$ cat src/rtl/circ_addr_consts.vh
`ifndef CIRC_ADDR_CONSTS_VH
`define CIRC_ADDR_CONSTS_VH

// ----------------------------------------------------------------------------
// register byte offsets
// ----------------------------------------------------------------------------
`define OFS_CONTROL      12'h000
`define OFS_X_START      12'h004
`define OFS_X_END        12'h008
`define OFS_Y_START      12'h00c
`define OFS_Y_END        12'h010
`define OFS_STATUS       12'h014

// ----------------------------------------------------------------------------
// control register fields
// ----------------------------------------------------------------------------
`define CTL_X_SEL_LSB    0
`define CTL_X_SEL_MSB    3
`define CTL_Y_SEL_LSB    4
`define CTL_Y_SEL_MSB    7
`define CTL_Y_EN_BIT     14
`define CTL_X_EN_BIT     15
`define CTL_WRITE_MASK   16'hc0ff
`define SEL_DISABLED     4'hf

// ----------------------------------------------------------------------------
// status register fields
// ----------------------------------------------------------------------------
`define STA_X_ACTIVE     0
`define STA_Y_ACTIVE     1
`define STA_X_POW2       2
`define STA_Y_POW2       3
`define STA_X_LEN_OK     4
`define STA_Y_LEN_OK     5
`define STA_LAST_WRAP    6

// ----------------------------------------------------------------------------
// reset values and limits
// ----------------------------------------------------------------------------
`define RST_CONTROL      16'h0000
`define RST_ADDRESS      16'h0000
`define MAX_LEN_BYTES    17'h10000

`endif

$ cat src/rtl/circular_buffer_address_modulo.v
`timescale 1ns/1ps
`include "circ_addr_consts.vh"

module circular_buffer_address_modulo #(
  parameter ADDR_WIDTH = 16,
  parameter SEL_WIDTH  = 4
) (
  // clock and reset
  input  wire                  clk_sys,
  input  wire                  reset,
  // apb slave
  input  wire                  psel,
  input  wire                  penable,
  input  wire                  pwrite,
  input  wire [11:0]           paddr,
  input  wire [31:0]           pwdata,
  output reg  [31:0]           prdata,
  output reg                   pready,
  output reg                   pslverr,
  // effective address update from the core
  input  wire                  eaValid,
  input  wire                  eaSpaceY,
  input  wire                  eaWrite,
  input  wire [SEL_WIDTH-1:0]  eaReg,
  input  wire [ADDR_WIDTH-1:0] eaValue,
  input  wire [ADDR_WIDTH-1:0] eaStep,
  // updated pointer back to the core
  output reg                   resultValid,
  output reg  [SEL_WIDTH-1:0]  resultReg,
  output reg  [ADDR_WIDTH-1:0] resultValue,
  output reg                   resultWrapped,
  output reg                   resultWrite
);

  // ----------------------------------------------------------------------------
  // helper functions
  // ----------------------------------------------------------------------------
  // inclusive byte length of a buffer from its two bounds
  function [16:0] bufferLength;
    input [15:0] startAddr;
    input [15:0] endAddr;
    begin
      bufferLength = {1'b0, endAddr} - {1'b0, startAddr} + 17'h00001;
    end
  endfunction

  // length counted in words is a power of two
  function isPow2;
    input [16:0] lenBytes;
    reg   [16:0] words;
    begin
      words  = {1'b0, lenBytes[16:1]};
      isPow2 = (words != 17'h00000) && ((words & (words - 17'h00001)) == 17'h00000) && !lenBytes[0];
    end
  endfunction

  // length fits the largest allowed buffer
  function lengthOk;
    input [15:0] startAddr;
    input [15:0] endAddr;
    begin
      lengthOk = (endAddr >= startAddr) && (bufferLength(startAddr, endAddr) <= `MAX_LEN_BYTES);
    end
  endfunction

  // clears bit 0 for word-sized y space accesses
  function [15:0] wordAlign;
    input [15:0] addr;
    begin
      wordAlign = {addr[15:1], 1'b0};
    end
  endfunction

  // upward step passes the end bound or rolls over the top of the space
  function passesHigh;
    input [15:0] base;
    input [15:0] sum;
    input [15:0] high;
    begin
      passesHigh = (sum > high) || (sum < base);
    end
  endfunction

  // downward step passes the start bound or rolls under zero
  function passesLow;
    input [15:0] base;
    input [15:0] sum;
    input [15:0] low;
    begin
      passesLow = (sum < low) || (sum > base);
    end
  endfunction

  // ----------------------------------------------------------------------------
  // registers
  // ----------------------------------------------------------------------------
  reg  [15:0] circular_addressing_control;
  reg  [15:0] x_buffer_start_address;
  reg  [15:0] x_buffer_end_address;
  reg  [15:0] y_buffer_start_address;
  reg  [15:0] y_buffer_end_address;
  reg         lastWrap;

  wire [SEL_WIDTH-1:0] x_pointer_select;
  wire [SEL_WIDTH-1:0] y_pointer_select;
  wire                 x_circular_enable;
  wire                 y_circular_enable;
  wire                 xActive;
  wire                 yActive;

  assign x_pointer_select  = circular_addressing_control[`CTL_X_SEL_MSB:`CTL_X_SEL_LSB];
  assign y_pointer_select  = circular_addressing_control[`CTL_Y_SEL_MSB:`CTL_Y_SEL_LSB];
  assign x_circular_enable = circular_addressing_control[`CTL_X_EN_BIT];
  assign y_circular_enable = circular_addressing_control[`CTL_Y_EN_BIT];

  // select of 15 disables the generator whatever the enable bit says
  assign xActive = x_circular_enable && (x_pointer_select != `SEL_DISABLED);
  assign yActive = y_circular_enable && (y_pointer_select != `SEL_DISABLED);

  // ----------------------------------------------------------------------------
  // buffer length status, implied by the bounds
  // ----------------------------------------------------------------------------
  wire [16:0] xLength;
  wire [16:0] yLength;
  wire        xPow2;
  wire        yPow2;
  wire        xLengthOk;
  wire        yLengthOk;

  assign xLength   = bufferLength(x_buffer_start_address, x_buffer_end_address);
  assign yLength   = bufferLength(y_buffer_start_address, y_buffer_end_address);
  assign xPow2     = isPow2(xLength);
  assign yPow2     = isPow2(yLength);
  assign xLengthOk = lengthOk(x_buffer_start_address, x_buffer_end_address);
  assign yLengthOk = lengthOk(y_buffer_start_address, y_buffer_end_address);

  // ----------------------------------------------------------------------------
  // register decode
  // ----------------------------------------------------------------------------
  wire        setupPhase;
  wire        accessDone;
  wire        addrMapped;
  wire [15:0] statusWord;
  reg  [15:0] readWord;

  assign setupPhase = psel && !penable;
  assign accessDone = psel && penable && pready;
  assign addrMapped = (paddr == `OFS_CONTROL) || (paddr == `OFS_X_START) || (paddr == `OFS_X_END) ||
                      (paddr == `OFS_Y_START) || (paddr == `OFS_Y_END) || (paddr == `OFS_STATUS);

  assign statusWord = {9'h000,
                       lastWrap,
                       yLengthOk,
                       xLengthOk,
                       yPow2,
                       xPow2,
                       yActive,
                       xActive};

  always @*
  begin
    case (paddr)
      `OFS_CONTROL: readWord = circular_addressing_control;
      `OFS_X_START: readWord = x_buffer_start_address;
      `OFS_X_END:   readWord = x_buffer_end_address;
      `OFS_Y_START: readWord = y_buffer_start_address;
      `OFS_Y_END:   readWord = y_buffer_end_address;
      `OFS_STATUS:  readWord = statusWord;
      default:      readWord = 16'h0000;
    endcase
  end

  // ----------------------------------------------------------------------------
  // apb handshake: answer ready in the first access cycle
  // ----------------------------------------------------------------------------
  always @(posedge clk_sys)
  begin
    if (reset)
    begin
      pready  <= 1'b0;
      pslverr <= 1'b0;
      prdata  <= 32'h00000000;
    end
    else if (setupPhase)
    begin
      pready  <= 1'b1;
      pslverr <= !addrMapped;
      prdata  <= pwrite ? 32'h00000000 : {16'h0000, readWord};
    end
    else if (accessDone)
    begin
      pready  <= 1'b0;
      pslverr <= 1'b0;
    end
  end

  // ----------------------------------------------------------------------------
  // register writes, taken only at the completing access edge
  // ----------------------------------------------------------------------------
  always @(posedge clk_sys)
  begin
    if (reset)
    begin
      circular_addressing_control <= `RST_CONTROL;
      x_buffer_start_address      <= `RST_ADDRESS;
      x_buffer_end_address        <= `RST_ADDRESS;
      y_buffer_start_address      <= `RST_ADDRESS;
      y_buffer_end_address        <= `RST_ADDRESS;
    end
    else if (accessDone && pwrite)
    begin
      case (paddr)
        `OFS_CONTROL: circular_addressing_control <= pwdata[15:0] & `CTL_WRITE_MASK;
        `OFS_X_START: x_buffer_start_address      <= pwdata[15:0];
        `OFS_X_END:   x_buffer_end_address        <= pwdata[15:0];
        `OFS_Y_START: y_buffer_start_address      <= pwdata[15:0];
        `OFS_Y_END:   y_buffer_end_address        <= pwdata[15:0];
        default:      circular_addressing_control <= circular_addressing_control;
      endcase
    end
  end

  // ----------------------------------------------------------------------------
  // per-space bounds, y space reloads land on word addresses
  // ----------------------------------------------------------------------------
  wire [15:0] xLow;
  wire [15:0] xHigh;
  wire [15:0] yLow;
  wire [15:0] yHigh;
  wire [15:0] yReload;

  assign xLow    = x_buffer_start_address;
  assign xHigh   = x_buffer_end_address;
  assign yLow    = wordAlign(y_buffer_start_address);
  assign yHigh   = y_buffer_end_address;
  assign yReload = wordAlign(y_buffer_end_address);

  // ----------------------------------------------------------------------------
  // pointer update path
  // ----------------------------------------------------------------------------
  reg  [15:0] lowBound;
  reg  [15:0] highBound;
  reg  [15:0] reloadHigh;
  reg  [15:0] baseValue;
  reg  [15:0] stepValue;
  reg  [15:0] sumValue;
  reg         applies;
  reg         goingDown;
  reg         overHigh;
  reg         underLow;
  reg  [15:0] next_value;
  reg         next_wrap;

  always @*
  begin
    lowBound   = 16'h0000;
    highBound  = 16'hffff;
    reloadHigh = 16'hffff;
    baseValue  = eaValue;
    stepValue  = eaStep;
    applies    = 1'b0;
    // one buffer per space; eaSpaceY picks the Y generator, otherwise the X generator
    if (eaSpaceY)
    begin
      applies    = yActive && (eaReg == y_pointer_select);
      lowBound   = yLow;
      highBound  = yHigh;
      reloadHigh = yReload;
      baseValue  = wordAlign(eaValue);
      stepValue  = wordAlign(eaStep);
    end
    else
    begin
      // read and write generators share the same selection and bounds
      applies    = xActive && (eaReg == x_pointer_select);
      lowBound   = xLow;
      highBound  = xHigh;
      reloadHigh = xHigh;
    end
    goingDown = stepValue[15];
    sumValue  = baseValue + stepValue;
    // length is implied by the bounds; only the edge in the step direction is checked
    overHigh  = !goingDown && passesHigh(baseValue, sumValue, highBound);
    underLow  = goingDown && passesLow(baseValue, sumValue, lowBound);
    next_wrap = 1'b0;
    if (!applies)
    begin
      next_value = sumValue;
    end
    else if (overHigh)
    begin
      next_value = lowBound;
      next_wrap  = 1'b1;
    end
    else if (underLow)
    begin
      next_value = reloadHigh;
      next_wrap  = 1'b1;
    end
    else
    begin
      next_value = sumValue;
    end
  end

  // ----------------------------------------------------------------------------
  // result register, one cycle after the request
  // ----------------------------------------------------------------------------
  always @(posedge clk_sys)
  begin
    if (reset)
    begin
      resultValid   <= 1'b0;
      resultReg     <= {SEL_WIDTH{1'b0}};
      resultValue   <= 16'h0000;
      resultWrapped <= 1'b0;
      resultWrite   <= 1'b0;
      lastWrap      <= 1'b0;
    end
    else
    begin
      resultValid <= eaValid;
      if (eaValid)
      begin
        resultReg     <= eaReg;
        resultValue   <= next_value;
        resultWrapped <= next_wrap;
        resultWrite   <= eaWrite;
        lastWrap      <= next_wrap;
      end
      else
      begin
        resultWrapped <= 1'b0;
      end
    end
  end

endmodule

$ cat config.mk
export PLATFORM = sky130hd
export DESIGN_NAME = circular_buffer_address_modulo
export DESIGN_NICKNAME = d
export VERILOG_FILES = /design/src/rtl/circular_buffer_address_modulo.v
export VERILOG_INCLUDE_DIRS = /design/src /design/src/rtl
export SDC_FILE = /design/constraint.sdc
export NUM_CORES = 1
export LEC_CHECK = 0
export BUFFER_PORTS_ARGS = -buffer_cell sky130_fd_sc_hd__buf_2
export CORE_ASPECT_RATIO = 1.4
export CORE_MARGIN = 2
export CORE_UTILIZATION = 40
export CTS_CLUSTER_DIAMETER = 40
export CTS_CLUSTER_SIZE = 14
export DETAILED_ROUTE_END_ITERATION = 16
export PLACE_DENSITY = 0.59
export SLEW_MARGIN = 20
export SYNTH_ARGS = -nofsm -noshare
export SYNTH_HDL_FRONTEND = slang
export SYNTH_SLANG_ARGS = --single-unit
$ cat constraint.sdc
create_clock -name clk_sys -period 7.45 [get_ports clk_sys]
set_input_delay 1.49 -clock clk_sys [delete_from_list [all_inputs] [get_ports clk_sys]]
set_output_delay 1.49 -clock clk_sys [all_outputs]
set_load 0.01 [all_outputs]
* Word-level counts from Yosys, hierarchy flattened
Index checks and enable logic that the tools add are counted.
** Storage, ports and cells
- Flip-flop bits (word level) :: 132
- Word-level logic and storage cells :: 98
- Output and inout port bits :: 57
** Operators by class
- Multiplexer cells :: 17
- Add/sub/neg operators :: 7
- Magnitude comparators :: 8
- Equality and inequality tests :: 9
- Reductions and logical operators :: 40
- Bitwise gates (word level) :: 3
** Operators by type and width (count)
- $mux 16 :: 7
- $pmux 16 s6 :: 1
- $add 17x1->17 const B :: 2
- $and 16x17->17 :: 2
- $le 17x17->1 const B :: 2
- $logic_not 17->1 :: 2
- $sub 16x1->17 const B :: 2
- $sub 16x16->17 :: 2
- $ge 16x16->1 :: 2
- $gt 16x16->1 :: 2
- $lt 16x16->1 :: 2
- $reduce_bool 16->1 :: 2
- $eq 12x4->1 const B :: 2
- $eq 12x5->1 const B :: 2
- $add 16x16->16 :: 1
- $logic_and 1x1->1 :: 16
- $eq 12x3->1 const B :: 1
- $logic_not 12->1 :: 1
- $reduce_and 2->1 :: 5
- $mux 1 :: 9
- $eq 4x4->1 :: 2
- $ne 4x4->1 const B :: 2
- $logic_or 1x1->1 :: 7
- $logic_not 1->1 :: 5
- 3 further kinds :: 3

* Logic depth before layout (Yosys ltp)
- Depth after elaboration :: 9
- Gate-level depth with buffers :: 24
- Mapped depth without buffers :: 21

* Least setup slack after synthesis
Ideal clock, no wire load.
- Kind :: input -> register
- Start :: input eaSpaceY
- End :: register resultValue[8]
- Data required time :: 7333 ps
- Setup slack :: 637 ps
- Cell stages on the path :: 23
- Arrival :: 6696 ps
- Buffers on the path :: 4
- Path through :: clkbuf_1 buf_1 nor2b_1 ha_1 fa_1 a21oi_1 o21ai_0 a2111oi_0 nor2_1 a211o_1 a21o_1 a21oi_1 xnor2_1 ha_1 nand4_1 or3_1 o221ai_1 o22ai_2 and2_0 clkbuf_1 clkbuf_1 or3_1 a22o_1
** Between the ends
- Longest elaborated chain between the ends :: 8
- Elaborated cells between the ends (all ways) :: 18
- Classes of those cells :: add/sub: 1; order compare: 4; mux: 9; reduce/logical: 4
** RTL lines
- start: declaration :: RTL line circular_buffer_address_modulo.v:22 : input wire eaSpaceY,
- $mux 1 :: RTL line circular_buffer_address_modulo.v:263 : if (eaSpaceY)
- $add 16x16->16 :: RTL line circular_buffer_address_modulo.v:281 : sumValue = baseValue + stepValue;
- $lt 16x16->1 or $gt 16x16->1 (tied branches) :: RTL line circular_buffer_address_modulo.v:90 : passesLow = (sum < low) || (sum > base);
- $logic_or 1x1->1 :: RTL line circular_buffer_address_modulo.v:90
- $logic_and 1x1->1 :: RTL line circular_buffer_address_modulo.v:284 : underLow = goingDown && passesLow(baseValue, sumValue, lowBound);
- $mux 16 :: RTL line circular_buffer_address_modulo.v:295 : else if (underLow)
- $mux 16 :: RTL line circular_buffer_address_modulo.v:290 : else if (overHigh)
- $mux 16 * :: RTL line circular_buffer_address_modulo.v:286 : if (!applies)
- end signal: assignment :: RTL line circular_buffer_address_modulo.v:326 : resultValue <= next_value;
- end: declaration :: RTL line circular_buffer_address_modulo.v:30 : output reg [ADDR_WIDTH-1:0] resultValue,
Every way passes the cells marked *; elsewhere a longest branch is shown, timed or not.
A chain may end at the register's enable or synchronous reset.

* Worst setup path in the final report
- Start :: input eaValue[0]
- End :: register resultValue[7]
** Between the ends
- Longest elaborated chain between the ends :: 8
- Elaborated cells between the ends (all ways) :: 13
- Classes of those cells :: add/sub: 1; order compare: 4; mux: 4; reduce/logical: 4
** RTL lines
- start: declaration :: RTL line circular_buffer_address_modulo.v:25 : input wire [ADDR_WIDTH-1:0] eaValue,
- $mux 1 * :: RTL line circular_buffer_address_modulo.v:263
- $add 16x16->16 :: RTL line circular_buffer_address_modulo.v:281
- $lt 16x16->1 or $gt 16x16->1 (tied branches) :: RTL line circular_buffer_address_modulo.v:90
- $logic_or 1x1->1 :: RTL line circular_buffer_address_modulo.v:90
- $logic_and 1x1->1 :: RTL line circular_buffer_address_modulo.v:284
- $mux 16 :: RTL line circular_buffer_address_modulo.v:295
- $mux 16 :: RTL line circular_buffer_address_modulo.v:290
- $mux 16 * :: RTL line circular_buffer_address_modulo.v:286
Marks and branches as above.

==> results.ini <==
[synthesis]
yosysUniqueCellTypes = 84
synthesis.area_mm2 = 0.01013
synth_seq_cells = 116
avgSynthCellArea_um2 = 7.948
synthFlopType = dfxtp_1
synth-edff-count = 0
ys_seq_area_frac = 0.2293
yosys_warnings = 0
synth_area_leaders = dfxtp_1 (23%), ha_1 (16%), mux2i_1 (7.4%), a21oi_1 (6.8%), nand2_1 (6.4%)
netlist_instances = 1274
synth_top_area_share = 0.2293
synthArstFlopShare = 0
yosys.area.top_type = dfxtp_1

[clocking]
clk_pin_slew_ns = 0.06
cts_tree = built
cts_root_buf = clkbuf_16
insertion_delay_ns = 0.43
cts.path.max_buffers = 2
htreeDepth = 4
cts_buffers = 17
cts_hold_buffers = 0
clock-sinks = 116
cts_setup_buffers = 0
cts_resized = 0

[floorplan]
initial_core_util = 0.4090
die_x_um = 138.5
die_h_um = 192.3
core_area_mm2 = 0.02476
ioPinCount = 145
rows = 68
die-area_mm2 = 0.02662

[worst_setup_path]
crit_required_ns = 7.77
start_kind = input pin
critical_path.max_fanout = 16
ff2ff_setup_slack_ns = 3.36
reg2reg_depth = 16
reg2reg_from = y_buffer_start_address[1]
path_cells = buf_2 -> nor2b_1 -> ha_1 -> fa_1 -> a21oi_1 -> o21ai_0 -> a2111oi_0 -> nor2_1 -> a211o_1 -> a21o_1 -> a21oi_1 -> xnor2_1 -> ha_1 -> nand4_1 -> or3_1 -> o221ai_1 -> o22ai_2 -> and2_0 -> nor2_2 -> o21ai_0 -> a22o_1
cp_num_buf_inv = 1
slowest_stage = nor2_2
end_kind = register
cpLargestDelayFamily = compound AO/OA/AOI/OAI gates
crit_type = in -> reg
cp.arrival_ns = 6.90
max_stage_delay_ns = 0.60
worstReg2RegEnd = prdata[3]

[worst_hold_path]
hp-class = reg -> reg
hold_path_end = resultValue[2]
holdPathStages = 2
hold_path_startpoint = resultValue[2]

[final_layout]
drive_above_1_share = 0.1320
nets = 1604
seq_area_mm2 = 0.002322
nFillCells = 2486
multi_input_area_mm2 = 0.007221
fin_cells = 1702
syn_to_final_growth_pct = 14.40

[sta]
relSlewSlack = 0.2503
max_freq_mhz = 152.0
rsz0062_at_grt = false
final_max_slew_viol_count = 0
fin_crit_sh = 0.8834
finalCriticalPeriod_ns = 6.581
setup_ws_ns = 0.8689
tightest_slew_ns = 1.118
skew_ns = 0.008829
final-setup-viol-count = 0
fin_tns_setup_ns = 0
hold_violations = 0

[pwr]
power.density_mw_per_mm2 = 160.9
p_leak_nw = 4.874
power.share.clock = 0.476
p_switching_uw = 527.5
p_seq_frac = 0.343
switching_share = 0.2830
p_comb_frac = 0.181
ir_drop_v = 0.0001592
internal_power_mw = 1.336

[drt]
ant_nets = 0
firstDrtPassIters = 5
via_count = 9557
drcViolationCount = 0
first_iter_violations = 545
wl_per_cell_um = 18.78
wl_mm = 31.96
vias_per_cell = 5.615

[global_routing]
first_global_vias = 9542
grt_pass1_wl_mm = 49.82
antenna_found_initial = 2
grt_use_total = 0.2371
grt_max_degree = 60
overflow = 0

[place]
portBuffers = 112
placed_cells = 1669
gp_congestion = 0.9055
dpl_worst_slack_ns = 0.4591
hpwl_mm = 25.18

[flow_run]
max_cap_viol_count = 0

[status]
status = completed

[routing by layer]
layer | vias to the layer above | part of all wire | GRT usage
met2 | 272 | 0.50 | 0.4383
met5 | - | 0 | 0
met4 | 0 | 0.042 | 0.1201
met3 | 58 | 0.046 | 0.02854
li1 | 4721 | - | -
met1 | 4506 | 0.41 | 0.2689
[registers in the layout, summed over array words and instances (netlist names)]
signal                       cells
circular_addressing_control     10
lastWrap                         1
prdata                          16
pready                           1
pslverr                          1
resultReg                        4
resultValid                      1
resultValue                     16
resultWrapped                    1
resultWrite                      1
xHigh                           16
xLow                            16
yHigh                           16
y_buffer_start_address          16
[final cells by class]
| type | instances | share of cell area |
|---|---|---|
| Clock buffer | 17 | 0.03673 |
| Antenna cell | 1 | 0.0002160 |
| Inverter | 96 | 0.03111 |
| Multi-Input combinational cell | 1018 | 0.6234 |
| Clock inverter | 15 | 0.01771 |
| Timing Repair Buffer | 124 | 0.05638 |
| Sequential cell | 116 | 0.2005 |
| Tap cell | 315 | 0.03402 |
[tightest hold or removal path, stage by stage (launching register included)]
cell and delay, ns:
dfxtp_1 0.31, nand2_1 0.05, o41ai_1 0.06
[stage by stage]
stage	power [mW]	utilization	hold WS [ns]	instance area (um^2)
3_5_place_dp	0.9871	0.4421	0.4697	10950
3_3_place_gp	0.9813	0.4421	0.4532	10950
4_1_cts	1.872	0.4676	0.4801	11580
2_1_floorplan	0.8851	-	0.4585	10180
6_report	1.864	0.4679	0.4699	11580
5_1_grt	1.944	0.4679	0.5012	11580
[cells in the mapped netlist, types with 4 or more instances]
cell         n
a211oi_1    13
a21o_1      21
a21oi_1    138
a221oi_1     9
a222oi_1     6
a22o_1      14
a22oi_1      5
a31oi_1     15
and2_1       4
and3_1       6
and4_1       4
buf_1        4
buf_4       17
clkbuf_1    35
dfxtp_1    116
fa_1        17
ha_1       126
inv_1       96
maj3_1       4
mux2_2       4
mux2i_1     75
nand2_1    173
nand2b_1    13
nand3_1     25
nand3b_1     5
nand4_1     16
nor2_1      91
nor2b_1     15
nor3_1      18
o2111ai_1    5
o211ai_1     8
o21a_1       9
o21ai_0     28
o221ai_1     5
o22ai_1      7
o31ai_1      4
or2_2        5
or3_1       15
xnor2_1     31
xor2_1      11
[placed cells by master, fill, tap and decap left out, drive strengths merged, types with 6 or more instances in the layout]
master | synthesis | routed
nand2 | 173 | 173
a21oi | 138 | 138
ha | 126 | 126
buf | 24 | 124
dfxtp | 116 | 116
inv | 96 | 98
nor2 | 92 | 92
mux2i | 75 | 75
xnor2 | 31 | 31
o21ai | 29 | 29
nand3 | 25 | 25
a21o | 21 | 21
nor3 | 19 | 19
fa | 17 | 17
clkbuf | 35 | 17
nand4 | 17 | 17
conb | 1 | 16
nor2b | 15 | 15
a31oi | 15 | 15
or3 | 15 | 15
a22o | 14 | 14
a211oi | 14 | 14
nand2b | 13 | 13
xor2 | 11 | 11
a221oi | 10 | 10
o21a | 9 | 9
o211ai | 8 | 8
o22ai | 8 | 8
and3 | 8 | 8
a222oi | 6 | 6
or2 | 6 | 6
clkinv | 0 | 6
[logic make-up (layout without fill, tap and decap cells)]
group | after synthesis | in the layout | share of synthesized area
buffers and inverters | 155 | 252 | 0.06413
XOR/XNOR | 42 | 42 | 0.03633
AO/OA/AOI/OAI | 321 | 321 | 0.2070
AND/OR/NAND/NOR | 413 | 413 | 0.1910
multiplexers | 79 | 79 | 0.07859
adder cells (fa/ha/maj) | 147 | 147 | 0.1933
flip-flops | 116 | 116 | 0.2293
other | 1 | 17 | 0.0003703
[worst max path at each step]
stage | slack (ns) | endpoint | depth (start not counted) | startpoint
finish | 0.87 | resultValue[7] | 21 | eaValue[0]
global route | 0.30 | resultValue[7] | 21 | eaValue[0]
CTS | 0.90 | resultValue[7] | 21 | eaValue[0]
detailed placement | 0.46 | resultValue[7] | 21 | eaValue[0]
global placement | 0.52 | resultValue[7] | 21 | eaValue[0]
floorplan | 0.64 | resultValue[8] | 23 | eaSpaceY
[power groups by stage]
| stage | registers (mW) | clock network, mW | logic [mW] |
|---|---|---|---|
| after detailed placement | 0.652 | 0 | 0.335 |
| final | 0.639 | 0.887 | 0.338 |
| after global placement | 0.652 | 0 | 0.329 |
| after global routing | 0.640 | 0.923 | 0.380 |
| after floorplan | 0.657 | 0 | 0.228 |
| after CTS | 0.639 | 0.896 | 0.337 |
Note: power is estimated with default switching activity, not from simulation.
